[src/logic/status_output_pkg.sv]
// constants shared by the status output selector
package status_output_pkg;

	////////////////////////////////////////////////////////////////////////
	// bus map (byte addresses)
	localparam int ADDR_WIDTH = 8;
	localparam logic [7:0] ADDR_CTRL = 8'h00;
	localparam logic [7:0] ADDR_SEL_BASE = 8'h04;
	localparam logic [7:0] ADDR_STATUS = 8'h18;
	localparam int OUTPUT_COUNT = 5;

	////////////////////////////////////////////////////////////////////////
	// control register fields
	localparam int CTRL_RELAY_MODE_BIT = 0;
	localparam int CTRL_OPSRC_LSB = 1;
	localparam int OPSRC_WIDTH = 2;
	localparam int CTRL_ZERO_HZ_BIT = 3;
	localparam int CTRL_OL_CURRENT_BIT = 4;
	localparam int CTRL_UDO_BIT = 5;
	localparam logic [1:0] OPSRC_KEYPAD = 2'h0;

	////////////////////////////////////////////////////////////////////////
	// reset values
	localparam logic RELAY_MODE_RESET = 1'h0;
	localparam logic [1:0] OPSRC_RESET = 2'h0;
	localparam logic ZERO_HZ_RESET = 1'h0;
	localparam logic OL_CURRENT_RESET = 1'h0;
	localparam logic UDO_RESET = 1'h0;
	localparam logic [4:0][4:0] SEL_RESET =
		{5'h08, 5'h05, 5'h02, 5'h01, 5'h00};

	////////////////////////////////////////////////////////////////////////
	// status register fields
	localparam int STAT_OUT_LSB = 0;
	localparam int STAT_MAKE_BIT = 5;
	localparam int STAT_BREAK_BIT = 6;
	localparam int STAT_READY_BIT = 7;
	localparam int STAT_RUN_BIT = 8;
	localparam int STAT_STOP_BIT = 9;
	localparam int STAT_UV_BIT = 10;
	localparam int STAT_IPF_BIT = 11;
	localparam int STAT_OL_BIT = 12;
	localparam int STAT_KP_BIT = 13;
	localparam int STAT_ECHO_BIT = 14;
	localparam int STAT_EST_BIT = 15;

	////////////////////////////////////////////////////////////////////////
	// selection codes
	localparam int SEL_RUNNING = 0;
	localparam int SEL_FREQ_ARRIVAL = 1;
	localparam int SEL_FREQ_LEVEL = 2;
	localparam int SEL_UNDERVOLTAGE = 3;
	localparam int SEL_RESTART = 4;
	localparam int SEL_OVERLOAD = 5;
	localparam int SEL_KEYPAD = 6;
	localparam int SEL_STOPPING = 7;
	localparam int SEL_READY = 8;
	localparam int SEL_ECHO = 9;
	localparam int SEL_ALARM_W1 = 10;
	localparam int SEL_FAN = 14;
	localparam int SEL_RETRY = 15;
	localparam int SEL_UNIVERSAL = 16;
	localparam int SEL_OVERHEAT = 17;
	localparam int SEL_MOTOR_ERR = 18;
	localparam int SEL_CHANGEOVER = 19;
	localparam int SEL_MOTOR1 = 20;
	localparam int SEL_MOTOR_NUM_W1 = 25;
	localparam int SEL_COUNT = 28;
	localparam int MOTOR_COUNT = 5;

	////////////////////////////////////////////////////////////////////////
	// levels and timing
	localparam logic [9:0] UV_LEVEL_VOLTS = 10'h0C8;
	localparam int CLK_HZ = 100000000;
	localparam int POWERUP_TIME_S = 1;
	localparam int POWERUP_CYCLES = POWERUP_TIME_S * CLK_HZ;
	localparam int POWERUP_CNT_WIDTH = 27;

endpackage

[src/logic/status_output_selector.sv]
// status output selector: fault relay, five routed terminals, status flags
// What this block does
// - relay mode 0: make open, break closed normally; reversed on fault.
// - relay mode 1: make closed, break open normally; reversed on fault.
// - relay mode 1: make stays open until control voltage established.
// - five terminals, each with its own selection setting.
// - codes 0-9 route running through command echo in documented order.
// - codes 10-13 alarm bits; 14-17 fan, retry, universal, overheat.
// - code 18 motor select error; code 19 changeover in progress.
// - codes 20-24 route motor 1 to 5 selected indications.
// - codes 25-27 route motor number bits of weight 1, 2, 4.
// - running while producing frequency, off during DC injection braking.
// - undervoltage while DC bus below 200 V, released above it.
// - restart flag from pull-in until frequency regained; never at 0 Hz.
// - overload warning per selected motor, thermal or current based.
// - keypad flag whenever operation source setting is zero.
// - stopping is the inverse of running.
// - ready when powers good, no protection active, after power-up time.
// - echo set by run command; stop clears after output stops, trip now.
`timescale 1ns/1ps
`default_nettype none

module status_output_selector
#(
	parameter int POWERUP_CYCLES = status_output_pkg::POWERUP_CYCLES
)
(
	// clock and reset
	input wire logic clk_i,
	input wire logic rst_i,
	// wishbone slave
	input wire logic wb_cyc_i,
	input wire logic wb_stb_i,
	input wire logic wb_we_i,
	input wire logic [7:0] wb_adr_i,
	input wire logic [3:0] wb_sel_i,
	input wire logic [31:0] wb_dat_i,
	output logic [31:0] wb_dat_o,
	output logic wb_ack_o,
	// drive state
	input wire logic freq_output_active_i,
	input wire logic dc_brake_active_i,
	input wire logic [9:0] dc_bus_volts_i,
	input wire logic main_power_ok_i,
	input wire logic control_power_ok_i,
	input wire logic protect_active_i,
	// momentary power failure restart
	input wire logic restart_pullin_start_i,
	input wire logic restart_freq_regained_i,
	// overload warning sources, one bit per motor
	input wire logic [4:0] thermal_warn_i,
	input wire logic [4:0] current_warn_i,
	// operation commands
	input wire logic fwd_cmd_i,
	input wire logic rev_cmd_i,
	input wire logic stop_cmd_i,
	input wire logic coast_cmd_i,
	// flags produced elsewhere
	input wire logic freq_arrival_flag_i,
	input wire logic freq_level_flag_i,
	input wire logic [3:0] alarm_code_i,
	input wire logic fan_running_i,
	input wire logic retry_active_i,
	input wire logic overheat_warning_flag_i,
	input wire logic motor_select_error_flag_i,
	input wire logic motor_changeover_flag_i,
	input wire logic [2:0] motor_number_i,
	// fault relay contacts
	output logic relay_make_contact_o,
	output logic relay_break_contact_o,
	// routed terminals
	output logic status_output_1_o,
	output logic status_output_2_o,
	output logic status_output_3_o,
	output logic status_output_4_o,
	output logic status_output_5_o
);

	////////////////////////////////////////////////////////////////////////
	// state

	typedef struct packed {
		logic ack;
		logic [31:0] rdata;
		logic relay_mode;
		logic [1:0] opsrc;
		logic zero_hz;
		logic ol_current;
		logic udo;
		logic [4:0][4:0] sel;
		logic [26:0] powerup_cnt;
		logic established;
		logic ready;
		logic running;
		logic undervoltage;
		logic restart;
		logic overload;
		logic echo;
		logic stop_pending;
		logic [4:0] outs;
		logic make;
		logic brk;
	} state_type;

	state_type state_reg;
	state_type state_next;

	logic [27:0] source;
	logic [4:0] routed;
	logic [4:0] motor_onehot;
	logic [7:0] byte_index;
	logic access;
	logic wr_low;

	////////////////////////////////////////////////////////////////////////
	// signal sources and the five routers

	always_comb
	begin
		motor_onehot = 5'h00;
		for (int m = 0; m < status_output_pkg::MOTOR_COUNT; m++)
		begin
			if (int'(motor_number_i) == m + 1)
			begin
				motor_onehot[m] = 1'b1;
			end
		end
	end

	always_comb
	begin
		source = 28'h0000000;
		source[status_output_pkg::SEL_RUNNING] = state_reg.running;
		source[status_output_pkg::SEL_FREQ_ARRIVAL] = freq_arrival_flag_i;
		source[status_output_pkg::SEL_FREQ_LEVEL] = freq_level_flag_i;
		source[status_output_pkg::SEL_UNDERVOLTAGE] = state_reg.undervoltage;
		source[status_output_pkg::SEL_RESTART] = state_reg.restart;
		source[status_output_pkg::SEL_OVERLOAD] = state_reg.overload;
		source[status_output_pkg::SEL_KEYPAD] =
			(state_reg.opsrc == status_output_pkg::OPSRC_KEYPAD);
		source[status_output_pkg::SEL_STOPPING] = ~state_reg.running;
		source[status_output_pkg::SEL_READY] = state_reg.ready;
		source[status_output_pkg::SEL_ECHO] = state_reg.echo;
		source[status_output_pkg::SEL_ALARM_W1 +: 4] = alarm_code_i;
		source[status_output_pkg::SEL_FAN] = fan_running_i;
		source[status_output_pkg::SEL_RETRY] = retry_active_i;
		source[status_output_pkg::SEL_UNIVERSAL] = state_reg.udo;
		source[status_output_pkg::SEL_OVERHEAT] = overheat_warning_flag_i;
		source[status_output_pkg::SEL_MOTOR_ERR] =
			motor_select_error_flag_i;
		source[status_output_pkg::SEL_CHANGEOVER] =
			motor_changeover_flag_i;
		source[status_output_pkg::SEL_MOTOR1 +: 5] = motor_onehot;
		// motor number passes straight through as binary
		source[status_output_pkg::SEL_MOTOR_NUM_W1 +: 3] = motor_number_i;
	end

	// each terminal has its own selection setting
	for (genvar i = 0; i < status_output_pkg::OUTPUT_COUNT; i++)
	begin : g_route
		status_signal_mux u_mux
		(
			.source_i(source),
			.code_i(state_reg.sel[i]),
			.selected_o(routed[i])
		);
	end

	////////////////////////////////////////////////////////////////////////
	// bus decode

	assign access = wb_cyc_i & wb_stb_i & ~state_reg.ack;
	// every writable field sits in the low byte, so only lane 0 carries writes
	assign wr_low = access & wb_we_i & wb_sel_i[0];
	assign byte_index = wb_adr_i;

	////////////////////////////////////////////////////////////////////////
	// next state

	always_comb
	begin
		logic powered;
		logic [31:0] rd;
		logic warn_src;
		powered = 1'b0;
		rd = 32'h00000000;
		warn_src = 1'b0;
		state_next = state_reg;

		// classic single cycle: one wait state, ack for one cycle
		state_next.ack = access;
		if (access & ~wb_we_i)
		begin
			if (byte_index == status_output_pkg::ADDR_CTRL)
			begin
				rd[status_output_pkg::CTRL_RELAY_MODE_BIT] = state_reg.relay_mode;
				rd[status_output_pkg::CTRL_OPSRC_LSB +: 2] = state_reg.opsrc;
				rd[status_output_pkg::CTRL_ZERO_HZ_BIT] = state_reg.zero_hz;
				rd[status_output_pkg::CTRL_OL_CURRENT_BIT] = state_reg.ol_current;
				rd[status_output_pkg::CTRL_UDO_BIT] = state_reg.udo;
			end
			for (int i = 0; i < status_output_pkg::OUTPUT_COUNT; i++)
			begin
				if (byte_index == status_output_pkg::ADDR_SEL_BASE + 8'(4 * i))
				begin
					rd[4:0] = state_reg.sel[i];
				end
			end
			if (byte_index == status_output_pkg::ADDR_STATUS)
			begin
				rd[status_output_pkg::STAT_OUT_LSB +: 5] = state_reg.outs;
				rd[status_output_pkg::STAT_MAKE_BIT] = state_reg.make;
				rd[status_output_pkg::STAT_BREAK_BIT] = state_reg.brk;
				rd[status_output_pkg::STAT_READY_BIT] = state_reg.ready;
				rd[status_output_pkg::STAT_RUN_BIT] = state_reg.running;
				rd[status_output_pkg::STAT_STOP_BIT] = ~state_reg.running;
				rd[status_output_pkg::STAT_UV_BIT] = state_reg.undervoltage;
				rd[status_output_pkg::STAT_IPF_BIT] = state_reg.restart;
				rd[status_output_pkg::STAT_OL_BIT] = state_reg.overload;
				rd[status_output_pkg::STAT_KP_BIT] =
					(state_reg.opsrc == status_output_pkg::OPSRC_KEYPAD);
				rd[status_output_pkg::STAT_ECHO_BIT] = state_reg.echo;
				rd[status_output_pkg::STAT_EST_BIT] = state_reg.established;
			end
		end
		// unmapped reads answer zero; writes there are dropped
		state_next.rdata = rd;

		if (wr_low & (byte_index == status_output_pkg::ADDR_CTRL))
		begin
			state_next.relay_mode =
				wb_dat_i[status_output_pkg::CTRL_RELAY_MODE_BIT];
			state_next.opsrc = wb_dat_i[status_output_pkg::CTRL_OPSRC_LSB +: 2];
			state_next.zero_hz = wb_dat_i[status_output_pkg::CTRL_ZERO_HZ_BIT];
			state_next.ol_current =
				wb_dat_i[status_output_pkg::CTRL_OL_CURRENT_BIT];
			state_next.udo = wb_dat_i[status_output_pkg::CTRL_UDO_BIT];
		end
		for (int i = 0; i < status_output_pkg::OUTPUT_COUNT; i++)
		begin
			if (wr_low &
				(byte_index == status_output_pkg::ADDR_SEL_BASE + 8'(4 * i)))
			begin
				state_next.sel[i] = wb_dat_i[4:0];
			end
		end

		// control voltage comes up a fixed time after reset
		if (!state_reg.established)
		begin
			if (int'(state_reg.powerup_cnt) >= POWERUP_CYCLES - 1)
			begin
				state_next.established = 1'b1;
			end
			else
			begin
				state_next.powerup_cnt = state_reg.powerup_cnt + 27'h0000001;
			end
		end

		powered = state_reg.established & main_power_ok_i & control_power_ok_i;
		state_next.ready = powered & ~protect_active_i;

		// braking holds running off even with frequency present
		state_next.running = freq_output_active_i & ~dc_brake_active_i;

		state_next.undervoltage =
			(dc_bus_volts_i < status_output_pkg::UV_LEVEL_VOLTS);

		// set wins over a simultaneous regain; 0 Hz restart suppresses
		if (state_reg.zero_hz)
		begin
			state_next.restart = 1'b0;
		end
		else if (restart_pullin_start_i)
		begin
			state_next.restart = 1'b1;
		end
		else if (restart_freq_regained_i)
		begin
			state_next.restart = 1'b0;
		end

		// unselected or invalid motor number gives no warning
		for (int m = 0; m < status_output_pkg::MOTOR_COUNT; m++)
		begin
			if (motor_onehot[m])
			begin
				warn_src = state_reg.ol_current ?
					current_warn_i[m] : thermal_warn_i[m];
			end
		end
		state_next.overload = warn_src;

		// protective clears win: a trip must not leave the echo standing
		if (coast_cmd_i | protect_active_i)
		begin
			state_next.echo = 1'b0;
			state_next.stop_pending = 1'b0;
		end
		else if (fwd_cmd_i | rev_cmd_i)
		begin
			state_next.echo = 1'b1;
			state_next.stop_pending = 1'b0;
		end
		else if (stop_cmd_i & state_reg.echo)
		begin
			state_next.stop_pending = 1'b1;
		end
		if (state_reg.stop_pending & ~freq_output_active_i &
			~(fwd_cmd_i | rev_cmd_i | coast_cmd_i | protect_active_i))
		begin
			// released only once output frequency has gone
			state_next.echo = 1'b0;
			state_next.stop_pending = 1'b0;
		end

		state_next.outs = routed;

		// fault relay; break is always the complement of make
		// mode 1 stays de-energised until control voltage is up
		state_next.make = state_reg.relay_mode ?
			(~protect_active_i & state_reg.established) :
			protect_active_i;
		state_next.brk = ~state_next.make;
	end

	////////////////////////////////////////////////////////////////////////
	// registers

	always_ff @(posedge clk_i)
	begin
		if (rst_i)
		begin
			state_reg <= '0;
			state_reg.relay_mode <= status_output_pkg::RELAY_MODE_RESET;
			state_reg.opsrc <= status_output_pkg::OPSRC_RESET;
			state_reg.zero_hz <= status_output_pkg::ZERO_HZ_RESET;
			state_reg.ol_current <= status_output_pkg::OL_CURRENT_RESET;
			state_reg.udo <= status_output_pkg::UDO_RESET;
			state_reg.sel <= status_output_pkg::SEL_RESET;
			// relay at rest: break closed
			state_reg.brk <= 1'b1;
		end
		else
		begin
			state_reg <= state_next;
		end
	end

	////////////////////////////////////////////////////////////////////////
	// outputs

	assign wb_ack_o = state_reg.ack;
	assign wb_dat_o = state_reg.rdata;
	assign relay_make_contact_o = state_reg.make;
	assign relay_break_contact_o = state_reg.brk;
	assign status_output_1_o = state_reg.outs[0];
	assign status_output_2_o = state_reg.outs[1];
	assign status_output_3_o = state_reg.outs[2];
	assign status_output_4_o = state_reg.outs[3];
	assign status_output_5_o = state_reg.outs[4];

endmodule

`default_nettype wire

[src/logic/status_signal_mux.sv]
// one selectable status terminal: code to signal routing
`timescale 1ns/1ps
`default_nettype none

module status_signal_mux
(
	// candidate signals, indexed by selection code
	input wire logic [27:0] source_i,
	// selection setting
	input wire logic [4:0] code_i,
	// routed signal
	output logic selected_o
);

	always_comb
	begin
		// codes 28..31 have no source and stay off
		if (int'(code_i) < status_output_pkg::SEL_COUNT)
		begin
			selected_o = source_i[code_i];
		end
		else
		begin
			selected_o = 1'b0;
		end
	end

endmodule

`default_nettype wire

[config.mk]
export PLATFORM = sky130hd
export DESIGN_NAME = status_output_selector
export DESIGN_NICKNAME = d
export VERILOG_FILES = /design/src/logic/status_output_pkg.sv /design/src/logic/status_output_selector.sv /design/src/logic/status_signal_mux.sv
export SDC_FILE = /design/constraint.sdc
export NUM_CORES = 1
export LEC_CHECK = 0
export BUFFER_PORTS_ARGS = -buffer_cell sky130_fd_sc_hd__buf_2
export CORE_AREA = 2 2 110 154
export CTS_CLUSTER_SIZE = 10
export DETAILED_ROUTE_END_ITERATION = 8
export DIE_AREA = 0 0 112 156
export GPL_TIMING_DRIVEN = 0
export PLACE_DENSITY_LB_ADDON = 0.05
export SYNTH_ARGS = -nofsm -noshare
export SYNTH_HDL_FRONTEND = slang
export SYNTH_SLANG_ARGS = --single-unit
[constraint.sdc]
create_clock -name clk_i -period 3.44 [get_ports clk_i]
set_input_delay 0.344 -clock clk_i [delete_from_list [all_inputs] [get_ports clk_i]]
set_output_delay 0.344 -clock clk_i [all_outputs]
set_load 0.01 [all_outputs]
==> summary.txt <==
Status
  – Status: finished clean

Clock tree
  – Post-CTS Hold Buffers: 0
  – PostCTS Resize Cnt: 0
  – Num Clock Sinks: 90
  – CTS Buffer Depth: 2
  – H-Tree Depth: 3
  – Reg clk slew, reported paths: about 0.07 ns
  – CTS tree: done
  – CTS Buf Count: 9
  – Clk_lat worst skew: around 0.35 ns
  – Root Buffer: clkbuf_16
  – Postcts setup bufs: 0

STA
  – Final TNS setup: 0 ns
  – Final Cycle Share: 69.04%
  – Tightest Pin Transition: 0.9165 ns
  – Setup Skew: between 0.006 and 0.007 ns
  – Unrepaired setup endpoints after global routing: no
  – Rel. slew slack: about two fifths
  – Slew Viols, Final: 0
  – Final hold vios: 0
  – Min cycle time layout: approximately 2.4 ns
  – Setup violations, final: 0
  – Fmax: between 400 and 500 MHz

Floorplan
  – Starting Density: about a third
  – Die X: between 100 and 150 µm
  – I/O pins: between 100 and 150
  – Chip height: 156 µm
  – Row count: 55
  – Core ar.: about 16000 µm²
  – Die Area: around 17000 µm²

GRT
  – Grt met1 use: 22.27%
  – GRT overflow: 0
  – Grt met3 use: 2.409%
  – First-pass GRT wire length: roughly 27000 µm
  – Initial antenna violation count: 0
  – Total GRT Usage: 20.58%
  – Met2 Use GR: between 30 and 40%
  – Gr busiest metal: met2
  – Pin count of the biggest net entering global routing: 15
  – Vias in the first global route: around 4.9k

Finish
  – Final Non-Filler Cells: 920
  – Max reg flops: slightly below 60
  – # diodes: 0
  – Final nets: around 810
  – Share of layout cells above drive strength 1: about 28%
  – Area Overhead vs Synth: 18.61%

Worst setup path
  – Crit Path Max Fanout: 10
  – CP Launch Point: state_reg[47]$_SDFFE_PP1P_
  – Slowest cell on crit path: clkbuf_1
  – CP Buf/Inv Count: 1
  – Nature of the critical path endpoint: flip-flop
  – CP Data Arrival Time: 2.58 ns
  – Crit-path max cell delay: ~0.62 ns
  – Crit start category: flip-flop
  – Reg2reg start: state_reg[47]$_SDFFE_PP1P_
  – Crit-path cells: clkbuf_1 -> mux4_2 -> nand3_1 -> o21ai_0 -> nor3_1 -> a211oi_1
  – Top delay family on crit path: buffers and inverters
  – Worst Path Required: approximately 3.7 ns
  – Worst Setup Path Type: reg -> reg

Power and ir drop
  – Int Power: about 1800 µW
  – Peak VDD IR: ~0.19 mV
  – Sw Ratio: 24.40%
  – Power share of the combinational group: a little under a tenth
  – Leakage: roughly 0.0027 µW
  – Power per cell area: 357.2 nW/µm²
  – Net Switching: around 570 µW
  – Clock power frac: between 40% and 50%
  – Power share of the sequential group: approximately 45%

Synth
  – Yosys warning count: 0
  – #FFs+latches synth: 90
  – FFs w/ async S/R, synth: 0%
  – Post-Syn Area per Cell: around 9.1 µm²
  – Ys flop type: dfxtp_1
  – Synthesized area: between 5000 and 6000 µm²
  – Post-synthesis cell type count: between 50 and 60
  – Post-synth EDFFs: 0
  – Syn Inst Count: 609
  – Seq/Total Area, Yosys: between 30% and 40%

Placed design
  – RePlAce Congestion: around 0.90
  – Dpl cells: 905
  – HPWL after detailed placement: 13900 µm
  – Port Buffer Count: approximately 80

Route
  – First-pass DRT Iterations: 5
  – Via count: roughly 5.1k
  – Vias per cell: 5.535
  – Initial drt markers: around 230
  – Drc violations: 0
  – WL/cell: between 15 and 20 µm
  – Drt total wl: 18340 µm
  – Antenna viol nets, final: 0

Min path
  – Hold WC Path Type: in -> reg
  – Worst min-delay path startpoint: dc_bus_volts_i[9]

Job
  – Number of max-cap violations: 0
[worst paths after layout]
path         slack [ns]                      endpoint  cells past startpoint
min                0.15          source[3]$_SDFF_PP0_                      2
max                1.06  status_output_2_o$_SDFF_PP0_                      6
min reg2reg        0.45        wb_dat_o[6]$_SDFF_PP0_                      1
max reg2reg        1.06  status_output_2_o$_SDFF_PP0_                      6
[Yosys cell counts, drive strengths merged, types with 11 or more instances]
library cell  number  area share [%]
o31ai             13             1.8
nor2              67             4.6
inv               24             1.6
nand2             28             1.9
nor2b             11             1.2
nand3             21             2.4
or4               12             1.7
buf               46             5.6
a21oi             24             2.2
dfxtp             90              33
o21ai             18             1.6
nand2b            13             1.5
mux2              18             3.7
mux4              25              10
mux2i             38             6.9
nor3              17             1.6
clkbuf            28             1.9
[cells in the final DEF, fill, tap and decap left out, drive strengths merged, types with 6 or more instances in the layout]
cell and n:
a211oi 8, or3 8, inv 25, or4 12, mux4 25, clkbuf 40, nor2b 11, nand3b 7
conb 16, nand4 9, o22a 6, buf 128, and2 8, o31ai 13, nor4 9, o21ai 18
nand2b 13, nand2 28, mux2 18, a21oi 24, nand3 21, mux2i 38, nor2 67, nor3 17
dfxtp 90
[metrics by stage]
| step | cell area (µm²) | hold WS [ns] | setup WS, ns | total power [µW] | utilization [%] |
|---|---|---|---|---|---|
| floorplan | 5582 | 0.4187 | 1.542 | 1207 | - |
| global placement | 6241 | 0.4464 | 1.077 | 1298 | 38.76 |
| detailed placement | 6241 | 0.4465 | 1.078 | 1302 | 38.76 |
| CTS | 6554 | 0.1355 | 1.083 | 2362 | 40.70 |
| global route | 6554 | 0.1502 | 0.9538 | 2422 | 40.70 |
| finish | 6554 | 0.1465 | 1.065 | 2341 | 40.70 |
[power by group through the flow]
stage	clock network, µW	logic (µW)	registers [µW]
3_5_place_dp	0	214	1090
2_1_floorplan	0	122	1090
3_3_place_gp	0	211	1090
5_1_grt	1120	234	1060
6_report	1060	216	1060
4_1_cts	1080	215	1060
[logic make-up after synthesis]
group / count (synthesis) / share of synthesized area, %
flip-flops: 90 / 32.61
other: 1 / 0.06787
multiplexers: 81 / 20.74
AO/OA/AOI/OAI: 114 / 14.58
AND/OR/NAND/NOR: 219 / 21.88
buffers and inverters: 98 / 9.103
adder cells (fa/ha/maj): 1 / 0.2264
XOR/XNOR: 5 / 0.7925
[cell type report]
| cell class | count | area, µm² |
|---|---|---|
| Fill cell | 1641 | 9549 |
| Clock buffer | 12 | 266.5 |
| Clock inverter | 3 | 46.29 |
| Tap cell | 199 | 249.0 |
| Multi-Input combinational cell | 436 | 3277 |
| Buffer | 74 | 412.9 |
| Timing Repair Buffer | 82 | 410.4 |
| Sequential cell | 90 | 1802 |
| Inverter | 24 | 90.09 |
[routing by layer]
layer	wire [µm]	vias up
li1	-	2412
met1	6829	2490
met2	10130	155
met3	744	35
met4	634	0
met5	0	-
Note: power is estimated with default switching activity, not from simulation.
